### src/shared/slerr_pkg.sv
package slerr_pkg;
	// secondary error codes
	localparam logic [7:0] CODE_NONE       = 8'h00;
	localparam logic [7:0] CODE_NO_EOT     = 8'h15;
	localparam logic [7:0] CODE_NO_ACKNAK  = 8'h16;
	localparam logic [7:0] CODE_MST_ENQ    = 8'h17;
	localparam logic [7:0] CODE_PEER_NAK   = 8'h18;
	localparam logic [7:0] CODE_PEER_ENQ   = 8'h19;
	localparam logic [7:0] CODE_CTS_TMO    = 8'h1a;
	localparam logic [7:0] CODE_CPU_XFER   = 8'h1d;
	localparam logic [7:0] CODE_HDR_LINE   = 8'h1e;
	localparam logic [7:0] CODE_DATA_LINE  = 8'h1f;
	localparam logic [7:0] CODE_PORT_BUSY  = 8'h30;
	localparam logic [7:0] CODE_BAD_CMD    = 8'h41;
	localparam logic [7:0] CODE_BAD_LEN    = 8'h42;
	localparam logic [7:0] CODE_NOT_PEER   = 8'h44;
	localparam logic [7:0] CODE_NOT_SLAVE  = 8'h45;
	localparam logic [7:0] CODE_MST_ONLY   = 8'h46;
	localparam logic [7:0] CODE_BAD_TARGET = 8'h47;
	localparam logic [7:0] CODE_RANGE      = 8'h48;
	localparam logic [7:0] CODE_GENERIC    = 8'h7f;
	// retry limit when none configured
	localparam logic [7:0] ENQ_LIMIT_DFLT  = 8'h20;
	// cts timeout: 1 ms at 125 MHz
	localparam int         CTS_TMO_US      = 1000;
	localparam int         CLK_MHZ         = 125;
	localparam int         CTS_TMO_CYC     = CTS_TMO_US * CLK_MHZ;
	localparam int         CNT_W           = 8;
	// port roles
	typedef enum logic [1:0] {SLERR_MASTER, SLERR_SLAVE, SLERR_PEER} slerr_role_t;
	// command permission classes
	typedef enum logic [1:0] {SLERR_ANY, SLERR_MST_ONLY_CMD, SLERR_NO_PEER, SLERR_NO_SLAVE}
		slerr_perm_t;
	// link phases, merged onto one enum
	typedef enum logic [2:0] {SLERR_LS_IDLE, SLERR_LS_ENQ, SLERR_LS_HDR, SLERR_LS_DATA,
		SLERR_LS_WAIT_ACK, SLERR_LS_WAIT_EOT} slerr_lstate_t;
endpackage : slerr_pkg

### src/shared/slerr_enq_if.sv
`timescale 1ns/1ps
`default_nettype none
interface slerr_enq_if;
	logic       clr;
	logic       inc;
	logic [7:0] limit;
	logic       hit;
	modport owner (output clr, output inc, output limit, input hit);
	modport cnt   (input clr, input inc, input limit, output hit);
endinterface : slerr_enq_if
`default_nettype wire

### src/design/slerr_retry_cnt.sv
`timescale 1ns/1ps
`default_nettype none
module slerr_retry_cnt
	import slerr_pkg::*;
#(
	parameter int W = CNT_W
) (
	input  wire logic  i_clk,
	input  wire logic  i_rst_n,
	slerr_enq_if.cnt   port
);
	logic [W-1:0] count;
	logic [W-1:0] next_count;

	always_comb begin
		next_count = count;
		if (port.clr)
			next_count = '0;
		else if (port.inc && count != {W{1'b1}})
			next_count = count + W'(1);
	end

	always_ff @(posedge i_clk or negedge i_rst_n) begin
		if (!i_rst_n)
			count <= '0;
		else
			count <= next_count;
	end

	// the attempt that reaches the limit is the one that aborts
	assign port.hit = port.inc && (next_count >= port.limit);
endmodule : slerr_retry_cnt
`default_nettype wire

### src/design/slerr_reporter.sv
`timescale 1ns/1ps
`default_nettype none
module slerr_reporter
	import slerr_pkg::*;
#(
	parameter int CTS_CYCLES = CTS_TMO_CYC
) (
	// clock and reset
	input  wire logic                  i_clk,
	input  wire logic                  i_rst_n,
	// port configuration
	input  wire slerr_pkg::slerr_role_t i_role,
	input  wire logic [7:0]            i_enq_limit,
	// command request from the controller, decoded fields
	input  wire logic                  i_req_valid,
	input  wire logic                  i_req_starts_conv,
	input  wire logic                  i_req_cmd_known,
	input  wire slerr_pkg::slerr_perm_t i_req_perm,
	input  wire logic                  i_req_len_ok,
	input  wire logic                  i_req_target_ok,
	input  wire logic                  i_req_values_ok,
	// protocol engine events, same clock
	input  wire logic                  i_conv_done,
	input  wire slerr_pkg::slerr_lstate_t i_phase,
	input  wire logic                  i_phase_timeout,
	input  wire logic                  i_enq_sent,
	input  wire logic                  i_ack_rx,
	input  wire logic                  i_nak_rx,
	input  wire logic                  i_line_err,
	input  wire logic                  i_cpu_xfer_err,
	input  wire logic                  i_misc_err,
	input  wire logic                  i_tx_pending,
	// serial pin
	input  wire logic                  i_cts,
	// results
	output logic                       o_req_accept,
	output logic                       o_err_valid,
	output logic                       o_abort,
	output logic                       o_port_busy,
	output logic [15:0]                o_status_word,
	output logic [15:0]                o_diag_word
);
	logic        rst_s1, rst_s2, rst_n;
	logic        cts_s1, cts_s2;
	logic        busy, next_busy;
	logic [7:0]  code, next_code;
	logic        err_v, next_err_v;
	logic        acc, next_acc;
	logic        abrt, next_abrt;
	logic [31:0] cts_cnt, next_cts_cnt;
	logic [7:0]  req_code, link_code, limit;
	logic        mst_hit, nak_hit, nore_hit;

	slerr_enq_if mst_if ();
	slerr_enq_if nak_if ();
	slerr_enq_if nore_if ();

	always_ff @(posedge i_clk or negedge i_rst_n) begin
		if (!i_rst_n) begin
			rst_s1 <= 1'b0;
			rst_s2 <= 1'b0;
		end else begin
			rst_s1 <= 1'b1;
			rst_s2 <= rst_s1;
		end
	end
	assign rst_n = rst_s2;

	// cts is a pin: only the second stage is read
	always_ff @(posedge i_clk or negedge rst_n) begin
		if (!rst_n) begin
			cts_s1 <= 1'b0;
			cts_s2 <= 1'b0;
		end else begin
			cts_s1 <= i_cts;
			cts_s2 <= cts_s1;
		end
	end

	// zero from software means "not configured"
	assign limit = (i_enq_limit == 8'h00) ? ENQ_LIMIT_DFLT : i_enq_limit;

	assign mst_if.clr    = (i_conv_done || !busy);
	assign mst_if.inc    = (i_role == SLERR_MASTER) && i_enq_sent && i_phase_timeout;
	assign mst_if.limit  = limit;
	assign nak_if.clr    = (i_conv_done || !busy);
	assign nak_if.inc    = (i_role == SLERR_PEER) && (i_phase == SLERR_LS_ENQ) && i_nak_rx;
	assign nak_if.limit  = limit;
	assign nore_if.clr   = (i_conv_done || !busy);
	assign nore_if.inc   = (i_role == SLERR_PEER) && i_enq_sent && i_phase_timeout;
	assign nore_if.limit = limit;
	assign mst_hit  = mst_if.hit;
	assign nak_hit  = nak_if.hit;
	assign nore_hit = nore_if.hit;

	slerr_retry_cnt #(.W(CNT_W)) u_mst  (.i_clk(i_clk), .i_rst_n(rst_n), .port(mst_if));
	slerr_retry_cnt #(.W(CNT_W)) u_nak  (.i_clk(i_clk), .i_rst_n(rst_n), .port(nak_if));
	slerr_retry_cnt #(.W(CNT_W)) u_nore (.i_clk(i_clk), .i_rst_n(rst_n), .port(nore_if));

	// request checks, in order of precedence
	always_comb begin
		req_code = CODE_NONE;
		if (!i_req_cmd_known)
			req_code = CODE_BAD_CMD;
		else if (i_req_perm == SLERR_NO_PEER && i_role == SLERR_PEER)
			req_code = CODE_NOT_PEER;
		else if (i_req_perm == SLERR_NO_SLAVE && i_role == SLERR_SLAVE)
			req_code = CODE_NOT_SLAVE;
		else if (i_req_perm == SLERR_MST_ONLY_CMD && i_role != SLERR_MASTER)
			req_code = CODE_MST_ONLY;
		else if (!i_req_len_ok)
			req_code = CODE_BAD_LEN;
		else if (!i_req_target_ok)
			req_code = CODE_BAD_TARGET;
		else if (!i_req_values_ok)
			req_code = CODE_RANGE;
		else if (i_req_starts_conv && busy)
			req_code = CODE_PORT_BUSY;
	end

	// link events; retry aborts outrank single-event faults
	always_comb begin
		link_code = CODE_NONE;
		if (mst_hit)
			link_code = CODE_MST_ENQ;
		else if (nak_hit)
			link_code = CODE_PEER_NAK;
		else if (nore_hit)
			link_code = CODE_PEER_ENQ;
		else if (i_tx_pending && cts_cnt >= 32'(CTS_CYCLES - 1) && !cts_s2)
			link_code = CODE_CTS_TMO;
		else if (i_cpu_xfer_err)
			link_code = CODE_CPU_XFER;
		else if (i_line_err && i_phase == SLERR_LS_HDR)
			link_code = CODE_HDR_LINE;
		else if (i_line_err && i_phase == SLERR_LS_DATA)
			link_code = CODE_DATA_LINE;
		else if (i_phase_timeout && i_phase == SLERR_LS_WAIT_EOT)
			link_code = CODE_NO_EOT;
		else if (i_phase_timeout && i_phase == SLERR_LS_WAIT_ACK)
			link_code = CODE_NO_ACKNAK;
		else if (i_misc_err || i_line_err)
			link_code = CODE_GENERIC;
	end

	always_comb begin
		next_busy    = busy;
		next_code    = code;
		next_err_v   = 1'b0;
		next_acc     = 1'b0;
		next_abrt    = 1'b0;
		next_cts_cnt = 32'h0;
		if (i_tx_pending && !cts_s2 && cts_cnt < 32'(CTS_CYCLES - 1))
			next_cts_cnt = cts_cnt + 32'h1;
		if (i_conv_done)
			next_busy = 1'b0;
		if (busy && link_code != CODE_NONE) begin
			next_code  = link_code;
			next_err_v = 1'b1;
			next_abrt  = 1'b1;
			next_busy  = 1'b0;
		end
		// a new request wins the reported code over a link fault in the same cycle
		if (i_req_valid) begin
			next_code  = req_code;
			next_err_v = (req_code != CODE_NONE);
			next_acc   = (req_code == CODE_NONE);
			if (req_code == CODE_NONE && i_req_starts_conv)
				next_busy = 1'b1;
		end
	end

	always_ff @(posedge i_clk or negedge rst_n) begin
		if (!rst_n) begin
			busy    <= 1'b0;
			code    <= CODE_NONE;
			err_v   <= 1'b0;
			acc     <= 1'b0;
			abrt    <= 1'b0;
			cts_cnt <= 32'h0;
		end else begin
			busy    <= next_busy;
			code    <= next_code;
			err_v   <= next_err_v;
			acc     <= next_acc;
			abrt    <= next_abrt;
			cts_cnt <= next_cts_cnt;
		end
	end

	always_comb begin
		o_req_accept  = acc;
		o_err_valid   = err_v;
		o_abort       = abrt;
		o_port_busy   = busy;
		o_status_word = {code, 8'h00};
		o_diag_word   = {8'h00, code};
	end

	chk_busy_reject: assert property (@(posedge i_clk) disable iff (!rst_n)
		(i_req_valid && i_req_starts_conv && busy && i_req_cmd_known && i_req_perm == SLERR_ANY
		&& i_req_len_ok && i_req_target_ok && i_req_values_ok) |=> (code == CODE_PORT_BUSY && err_v))
		else $error("busy port request not rejected");
	chk_bad_cmd: assert property (@(posedge i_clk) disable iff (!rst_n)
		(i_req_valid && !i_req_cmd_known) |=> (code == CODE_BAD_CMD && !acc))
		else $error("unknown command not flagged");
	chk_word_mirror: assert property (@(posedge i_clk) disable iff (!rst_n)
		o_status_word[15:8] == o_diag_word[7:0])
		else $error("status and diagnostic codes differ");
	chk_err_code: assert property (@(posedge i_clk) disable iff (!rst_n)
		err_v |-> (code != CODE_NONE && code <= CODE_GENERIC))
		else $error("error pulse without code");
	chk_master_role: assert property (@(posedge i_clk) disable iff (!rst_n)
		(i_req_valid && i_req_cmd_known && i_req_perm == SLERR_MST_ONLY_CMD
		&& i_role != SLERR_MASTER) |=> code == CODE_MST_ONLY)
		else $error("master-only command accepted");
	chk_cpu_xfer: assert property (@(posedge i_clk) disable iff (!rst_n)
		(busy && i_cpu_xfer_err && !i_req_valid && !mst_hit && !nak_hit && !nore_hit
		&& !(i_tx_pending && !cts_s2)) |=> (code == CODE_CPU_XFER && err_v && abrt))
		else $error("controller transfer fault not reported");
endmodule : slerr_reporter
`default_nettype wire

### config.mk
export PLATFORM = sky130hd
export DESIGN_NAME = slerr_reporter
export DESIGN_NICKNAME = d
export VERILOG_FILES = /design/src/shared/slerr_pkg.sv /design/src/shared/slerr_enq_if.sv /design/src/design/slerr_retry_cnt.sv /design/src/design/slerr_reporter.sv
export SDC_FILE = /design/constraint.sdc
export NUM_CORES = 1
export LEC_CHECK = 0
export BUFFER_PORTS_ARGS = -buffer_cell sky130_fd_sc_hd__buf_2
export CELL_PAD_IN_SITES_DETAIL_PLACEMENT = 1
export CELL_PAD_IN_SITES_GLOBAL_PLACEMENT = 2
export CORE_MARGIN = 8
export CORE_UTILIZATION = 35
export CTS_CLUSTER_SIZE = 16
export DETAILED_ROUTE_END_ITERATION = 12
export PLACE_DENSITY_LB_ADDON = 0.1
export SETUP_SLACK_MARGIN = 0.5
export SLEW_MARGIN = 30
export SYNTH_ARGS = -nofsm -noshare
export SYNTH_HDL_FRONTEND = slang
export SYNTH_SLANG_ARGS = --single-unit
### constraint.sdc
create_clock -name i_clk -period 3.1 [get_ports i_clk]
set_clock_uncertainty 0.15 [all_clocks]
set_input_delay 0.62 -clock i_clk [delete_from_list [all_inputs] [get_ports i_clk]]
set_output_delay 0.62 -clock i_clk [all_outputs]
set_load 0.05 [all_outputs]
# After elaboration in Yosys (flattened, before gate mapping)
# Cells that the tools add are included.
# Widths: inputs -> output; s select.
word_totals:
  in_bits: 33
  reg_bits: 72
  elab_cells: 107
op_classes:
  n_addsub: 4
  reduce_logical: 37
  eq_ne: 13
  muxes: 35
  order_cmp: 5
op_table:
  columns: ["op", "count"]
  rows:
  - ["$mux 7", 15]
  - ["$mux 8", 11]
  - ["$add 32x1->32 const B", 1]
  - ["$ge 32x17->1 const B", 1]
  - ["$lt 32x17->1 const B", 1]
  - ["$mux 32", 1]
  - ["$logic_and 1x1->1", 26]
  - ["$add 8x1->8 const B", 3]
  - ["$ge 8x8->1", 3]
  - ["$ne 8x8->1 const B", 3]
  - ["$logic_not 8->1", 2]
  - ["$reduce_bool 8->1", 2]
  - ["$mux 1", 7]
  - ["$eq 2x2->1 const B", 3]
  - ["$eq 3x2->1 const B", 2]
  - ["$eq 3x3->1 const B", 2]
  - ["$mux 6", 1]
  - ["$eq 2x1->1 const B", 2]
  - ["$reduce_bool 2->1", 2]
  - ["$eq 3x1->1 const B", 1]
  - ["$logic_not 1->1", 2]
  - ["$logic_not 2->1", 1]
  - ["$logic_or 1x1->1", 2]

# Longest topological paths before layout
logic_depth:
  word_depth: 16
  depth_mapped: 16
  ltp_nobuf: 16

# Hierarchy
# Synthesis repeated with hierarchy kept, for this count alone.
unflattened:
  cells_unflattened: 449
  hier_area_um2: 4252.8
modules_own_cells:
  columns: ["mod", "instances", "cells_per_inst", "area_per_inst_um2"]
  rows:
  - ["slerr_reporter", 1, 242, 2398.6]
  - ["slerr_retry_cnt", 3, 69, 618.1]

# Worst setup path before layout
# No wires, ideal clock.
synth_timing:
  kind: "input-to-reg"
  start: "input i_phase[1]"
  end: "register code[0]"
  cell_stages: 14
  arrival_ps: 3777
  setup_slack_ps: -952
  cell_sequence: "nor4bb_1 -> nand2_1 -> nor2_1 -> nand4_1 -> or3_1 -> a21oi_1 -> ha_1 -> a211oi_1 -> o21ai_0 -> a41o_1 -> a221oi_4 -> a31oi_4 -> nor2_8 -> mux2_4"
synth_between:
  word_cells_on_any_way: 30
  classes_between: "1 x order compare; 5 x eq/ne; 13 x mux; 11 x reduce/logical"
synth_rtl:
  columns: ["item", "line_no", "rtl"]
  rows:
  - ["start: declaration", "slerr_reporter.sv:24", "input wire slerr_pkg::slerr_lstate_t i_phase,"]
  - ["$eq 3x1->1 *", "slerr_reporter.sv:87", "assign nak_if.inc = (i_role == SLERR_PEER) && (i_phase == SLERR_LS_ENQ) && i_nak_rx;"]
  - ["$logic_and 1x1->1 * (2 in a row)", "slerr_reporter.sv:87", null]
  - ["$logic_and 1x1->1 *", "slerr_retry_cnt.sv:19", "else if (port.inc && count != {W{1'b1}})"]
  - ["$mux 8 *", "slerr_retry_cnt.sv:19", null]
  - ["$mux 8 *", "slerr_retry_cnt.sv:17", "if (port.clr)"]
  - ["named net u_nak.next_count[7]", "slerr_retry_cnt.sv:13", "logic [W-1:0] next_count;"]
  - ["$ge 8x8->1 *", "slerr_retry_cnt.sv:31", "assign port.hit = port.inc && (next_count >= port.limit);"]
  - ["$logic_and 1x1->1 *", "slerr_retry_cnt.sv:31", null]
  - ["$mux 8 *", "slerr_reporter.sv:126", "else if (nak_hit)"]
  - ["$mux 8 *", "slerr_reporter.sv:124", "if (mst_hit)"]
  - ["$reduce_bool 8->1", "slerr_reporter.sv:157", "if (busy && link_code != CODE_NONE) begin"]
  - ["$logic_and 1x1->1", "slerr_reporter.sv:157", null]
  - ["$reduce_bool 2->1 (no line)", null, null]
  - ["end signal: assignment", "slerr_reporter.sv:183", "code <= next_code;"]
  - ["end: declaration", "slerr_reporter.sv:46", "logic [7:0] code, next_code;"]
# Mark *: on every way through the listed nets, which the timed path passes. The rest lies on a longest branch. The select of a mux whose other input is x is not followed.
# A chain may end at the register's enable or synchronous reset.

# Worst setup path in the final report
layout_timing:
  start: "input i_role[0]"
  end: "register code[0]"
layout_between:
  word_cells_on_any_way: 40
  classes_between: "3 x order compare; 2 x eq/ne; 15 x mux; 20 x reduce/logical"
layout_rtl:
  columns: ["item", "line_no", "rtl"]
  rows:
  - ["start: declaration", "slerr_reporter.sv:12", "input wire slerr_pkg::slerr_role_t i_role,"]
  - ["$logic_not 2->1 *", "slerr_reporter.sv:84", "assign mst_if.inc = (i_role == SLERR_MASTER) && i_enq_sent && i_phase_timeout;"]
  - ["$logic_and 1x1->1 * (2 in a row)", "slerr_reporter.sv:84", null]
  - ["$logic_and 1x1->1 *", "slerr_retry_cnt.sv:19", null]
  - ["$mux 8 *", "slerr_retry_cnt.sv:19", null]
  - ["$mux 8 *", "slerr_retry_cnt.sv:17", null]
  - ["named net u_mst.next_count[5]", "slerr_retry_cnt.sv:13", null]
  - ["$ge 8x8->1 *", "slerr_retry_cnt.sv:31", null]
  - ["$logic_and 1x1->1 *", "slerr_retry_cnt.sv:31", null]
  - ["$mux 8 *", "slerr_reporter.sv:124", null]
  - ["$reduce_bool 8->1", "slerr_reporter.sv:157", null]
  - ["$logic_and 1x1->1", "slerr_reporter.sv:157", null]
  - ["$reduce_bool 2->1 (no line)", null, null]
# Marks and branches as above.

==> flow_summary.json <==
{
  "synth-seq-area-share": 0.441,
  "drive_above_1_share": 0.354,
  "final.setup.tns_ns": -4.36,
  "route.vias.total": 3468,
  "startpoint_type": "primary input",
  "cp_slowest_cell": "mux2_4",
  "avgSynthCellArea_sq_um": 9.79,
  "track_usage": 0.150,
  "fmax_ghz": 0.274,
  "status": "finished with violations",
  "synth-compound-area-share": 0.104,
  "critical_path_required_ns": 3.16,
  "cp_common_cell": "buf_4",
  "synthSimpleGateAreaFrac": 0.204,
  "regArea_sq_um": 1780,
  "nets": 626,
  "cp_top_family": "compound AO/OA/AOI/OAI gates",
  "synth_top_family_by_area": "simple AND/OR/NAND/NOR gates",
  "antenna_found_initial": 0,
  "p_per_area_nw_per_um2": 427,
  "portBuffers": 49,
  "timing.hold.ws_ns": 0.192,
  "start_util": 0.356,
  "path_clk_slew_ns": 0.06,
  "clock-sinks": 71,
  "violations": "negative setup slack",
  "core_region_area_sq_um": 11300,
  "dr.first_iter.drc_count": 130,
  "r2r_slack_ns": -0.50,
  "critPathBufInv": 4,
  "drv_slew": 0,
  "die_h_um": 123,
  "cts-htree-levels": 3,
  "die_w_um": 123,
  "post_drt_wl_per_cell_um": 15.8,
  "finalHoldViolCount": 0,
  "antenna_cells": 0,
  "multi_input_area_sq_um": 2320,
  "ys_seq_elements": 71,
  "worstSetupPathType": "in2reg",
  "ys_types": 49,
  "power.static_leakage_uw": 0.00272,
  "dr.pass1.iters": 4,
  "period_share": 1.18,
  "critPathCaptureType": "flip-flop",
  "final_cell_mix": "buf_4 (89), dfrtp_1 (70), buf_2 (46), nor2_1 (42), conb_1 (34)",
  "rsz0062_at_grt": "true",
  "vias_per_cell": 4.86,
  "path_cells": "buf_4 > nor4bb_4 > buf_4 > inv_2 > a31oi_2 > buf_4 > and3_4 > nand2_2 > xor2_1 > nor2_1 > ha_1 > a21o_1 > a21oi_2 > o31ai_4 > a21oi_2 > a31oi_4 > nor2_8 > mux2_4",
  "dieArea_sq_um": 15200,
  "gp_congestion": 0.774,
  "hold_path_class": "reg2async",
  "syn_to_final_growth_pct": 40.6,
  "cp.arrival_ns": 3.71,
  "drtAntennaViolNets": 0,
  "grt_pass1_wl_mm": 18.1,
  "synth-xor-area-share": 0.0718,
  "ys.flop_type": "dfrtp_1",
  "rows": 39,
  "cts_tree": "built",
  "grt_overflow_total": 0,
  "synth_area_sq_um": 4030,
  "drt-total-wl_mm": 11.2,
  "worstPathMaxFanout": 4,
  "synthAdderAreaFrac": 0.0870,
  "io_pins": 69,
  "synth_edf_count": 0,
  "maxCapViolations": 0,
  "drc": 0,
  "setup_slack_ns": -0.544,
  "setup_violations": 10,
  "n_fill_cell": 1302,
  "cts_buffers": 9,
  "insertion_delay_ns": 0.33,
  "grt_max_degree": 34,
  "mostFrequentLayoutCell": "buf_4",
  "ys_async_sr_fraction": 1.00,
  "dp_hpwl_mm": 8.44,
  "slew_headroom": 0.502,
  "synth.area.mux_share": 0.0199,
  "ys_warn_count": 0,
  "clockRootBuffer": "clkbuf_16",
  "clockBufferDepth": 2,
  "period_needed_ns": 3.64,
  "ir_drop_v": 0.000331,
  "slowest_delay_ns": 0.30,
  "grt_pass1_vias": 3718,
  "syn_inst": 411,
  "tightest_slew_ns": 0.747
}
==> per-layer routing <==
layer	track usage	up-vias	wire length [um]
li1	-	1695	-
met1	0.187	1718	5090
met2	0.257	48	5660
met3	0.0301	7	383
met4	0.0429	0	109
met5	0	-	0
==> synthesized netlist by cell type, types with 2 or more instances <==
library cell,instances,area share
nor2_1,47,0.044
a211oi_1,4,0.0075
ha_1,28,0.087
nand3_1,14,0.017
inv_1,20,0.019
xor2_1,24,0.052
a31oi_1,5,0.0078
or2_2,2,0.0031
buf_4,25,0.047
dfrtp_1,71,0.44
xnor2_1,9,0.020
clkbuf_1,5,0.0047
and4_1,4,0.0087
mux2_4,2,0.0075
nand2b_1,5,0.0078
nand2_1,31,0.029
nor3b_1,2,0.0037
nor4bb_1,2,0.0050
o311a_1,2,0.0050
and3_1,9,0.014
a21o_1,2,0.0037
nand4_1,12,0.019
nor4_1,8,0.012
nor2b_1,8,0.012
conb_1,2,0.0019
and2_1,6,0.0093
o31a_1,2,0.0044
mux2i_1,5,0.012
nor3_1,4,0.0050
a21oi_1,14,0.017
o21ai_0,17,0.021
or3_1,3,0.0047
==> flip-flops by register name (all words and copies together) (netlist names) <==
register	flops
cts_cnt	32
u_mst.count	8
u_nak.count	8
u_nore.count	8
code	7
cts_s1	1
cts_s2	1
o_abort	1
o_err_valid	1
o_port_busy	1
o_req_accept	1
rst_n	1
rst_s1	1
==> report_power, final <==
part / internal (uW) / switching (uW) / total, uW
Combinational: 97.0 / 210 / 307
Sequential: 948 / 18.1 / 966
Clock: 715 / 426 / 1140
Total: 1760 / 654 / 2410
==> kinds of logic (layout without fill, tap and decap cells) <==
group | after synthesis | count (layout)
AND/OR/NAND/NOR | 160 | 160
flip-flops | 71 | 71
XOR/XNOR | 33 | 33
AO/OA/AOI/OAI | 60 | 60
adder cells (fa/ha/maj) | 28 | 28
multiplexers | 7 | 7
buffers and inverters | 50 | 177
other | 2 | 34
==> metrics by stage <==
stage               setup WS, ns  area, sq um  total power [uW]  utilization  std cells
global route              -0.705         5660              2510        0.500        713
finish                    -0.544         5660              2410        0.500        713
global placement           -1.00         4990              1260        0.441        685
floorplan                 -0.768         4160              1190            -        443
detailed placement         -1.07         4990              1270        0.441        685
CTS                       -0.506         5440              2440        0.480        703
==> repair_timing <==
action / in CTS / in global routing
hold buffers: 1 / 0
setup buffers: 1 / 10
endpoints found under the hold margin: 2 / 0
gates resized for setup: 22 / 32
setup endpoints to repair: 10 / 25
pin swaps: 13 / 34
==> worst reg2reg max path, stage by stage, from the launching register on <==
cell	delay, ns
dfrtp_1	0.39
and3_1	0.22
and3_1	0.21
a31oi_2	0.18
buf_4	0.16
and3_4	0.19
nand2_2	0.05
xor2_1	0.15
nor2_1	0.17
ha_1	0.29
a21o_1	0.19
a21oi_2	0.18
o31ai_4	0.13
a21oi_2	0.23
a31oi_4	0.15
nor2_8	0.17
mux2_4	0.31
==> cell type report <==
class / instances / area share
clock buffer: 9 / 0.0398
clock inverter: 7 / 0.0181
inverter: 20 / 0.0133
multi-input combinational: 322 / 0.411
sequential: 71 / 0.314
tap: 143 / 0.0316
timing repair buffer: 141 / 0.172
==> worst paths after layout <==
check | from | end | cells past startpoint
min in group i_clk | rst_s1 | rst_n | 0
hold reg to reg | rst_n | cts_cnt[9] | 0
hold / removal | rst_n | cts_cnt[9] | 0
setup reg to reg | u_mst.count[3] | code[0] | 16
setup / recovery | i_role[0] | code[0] | 18
max in group asynchronous | rst_n | code[0] | 1
Note: power is estimated with default switching activity, not from simulation.
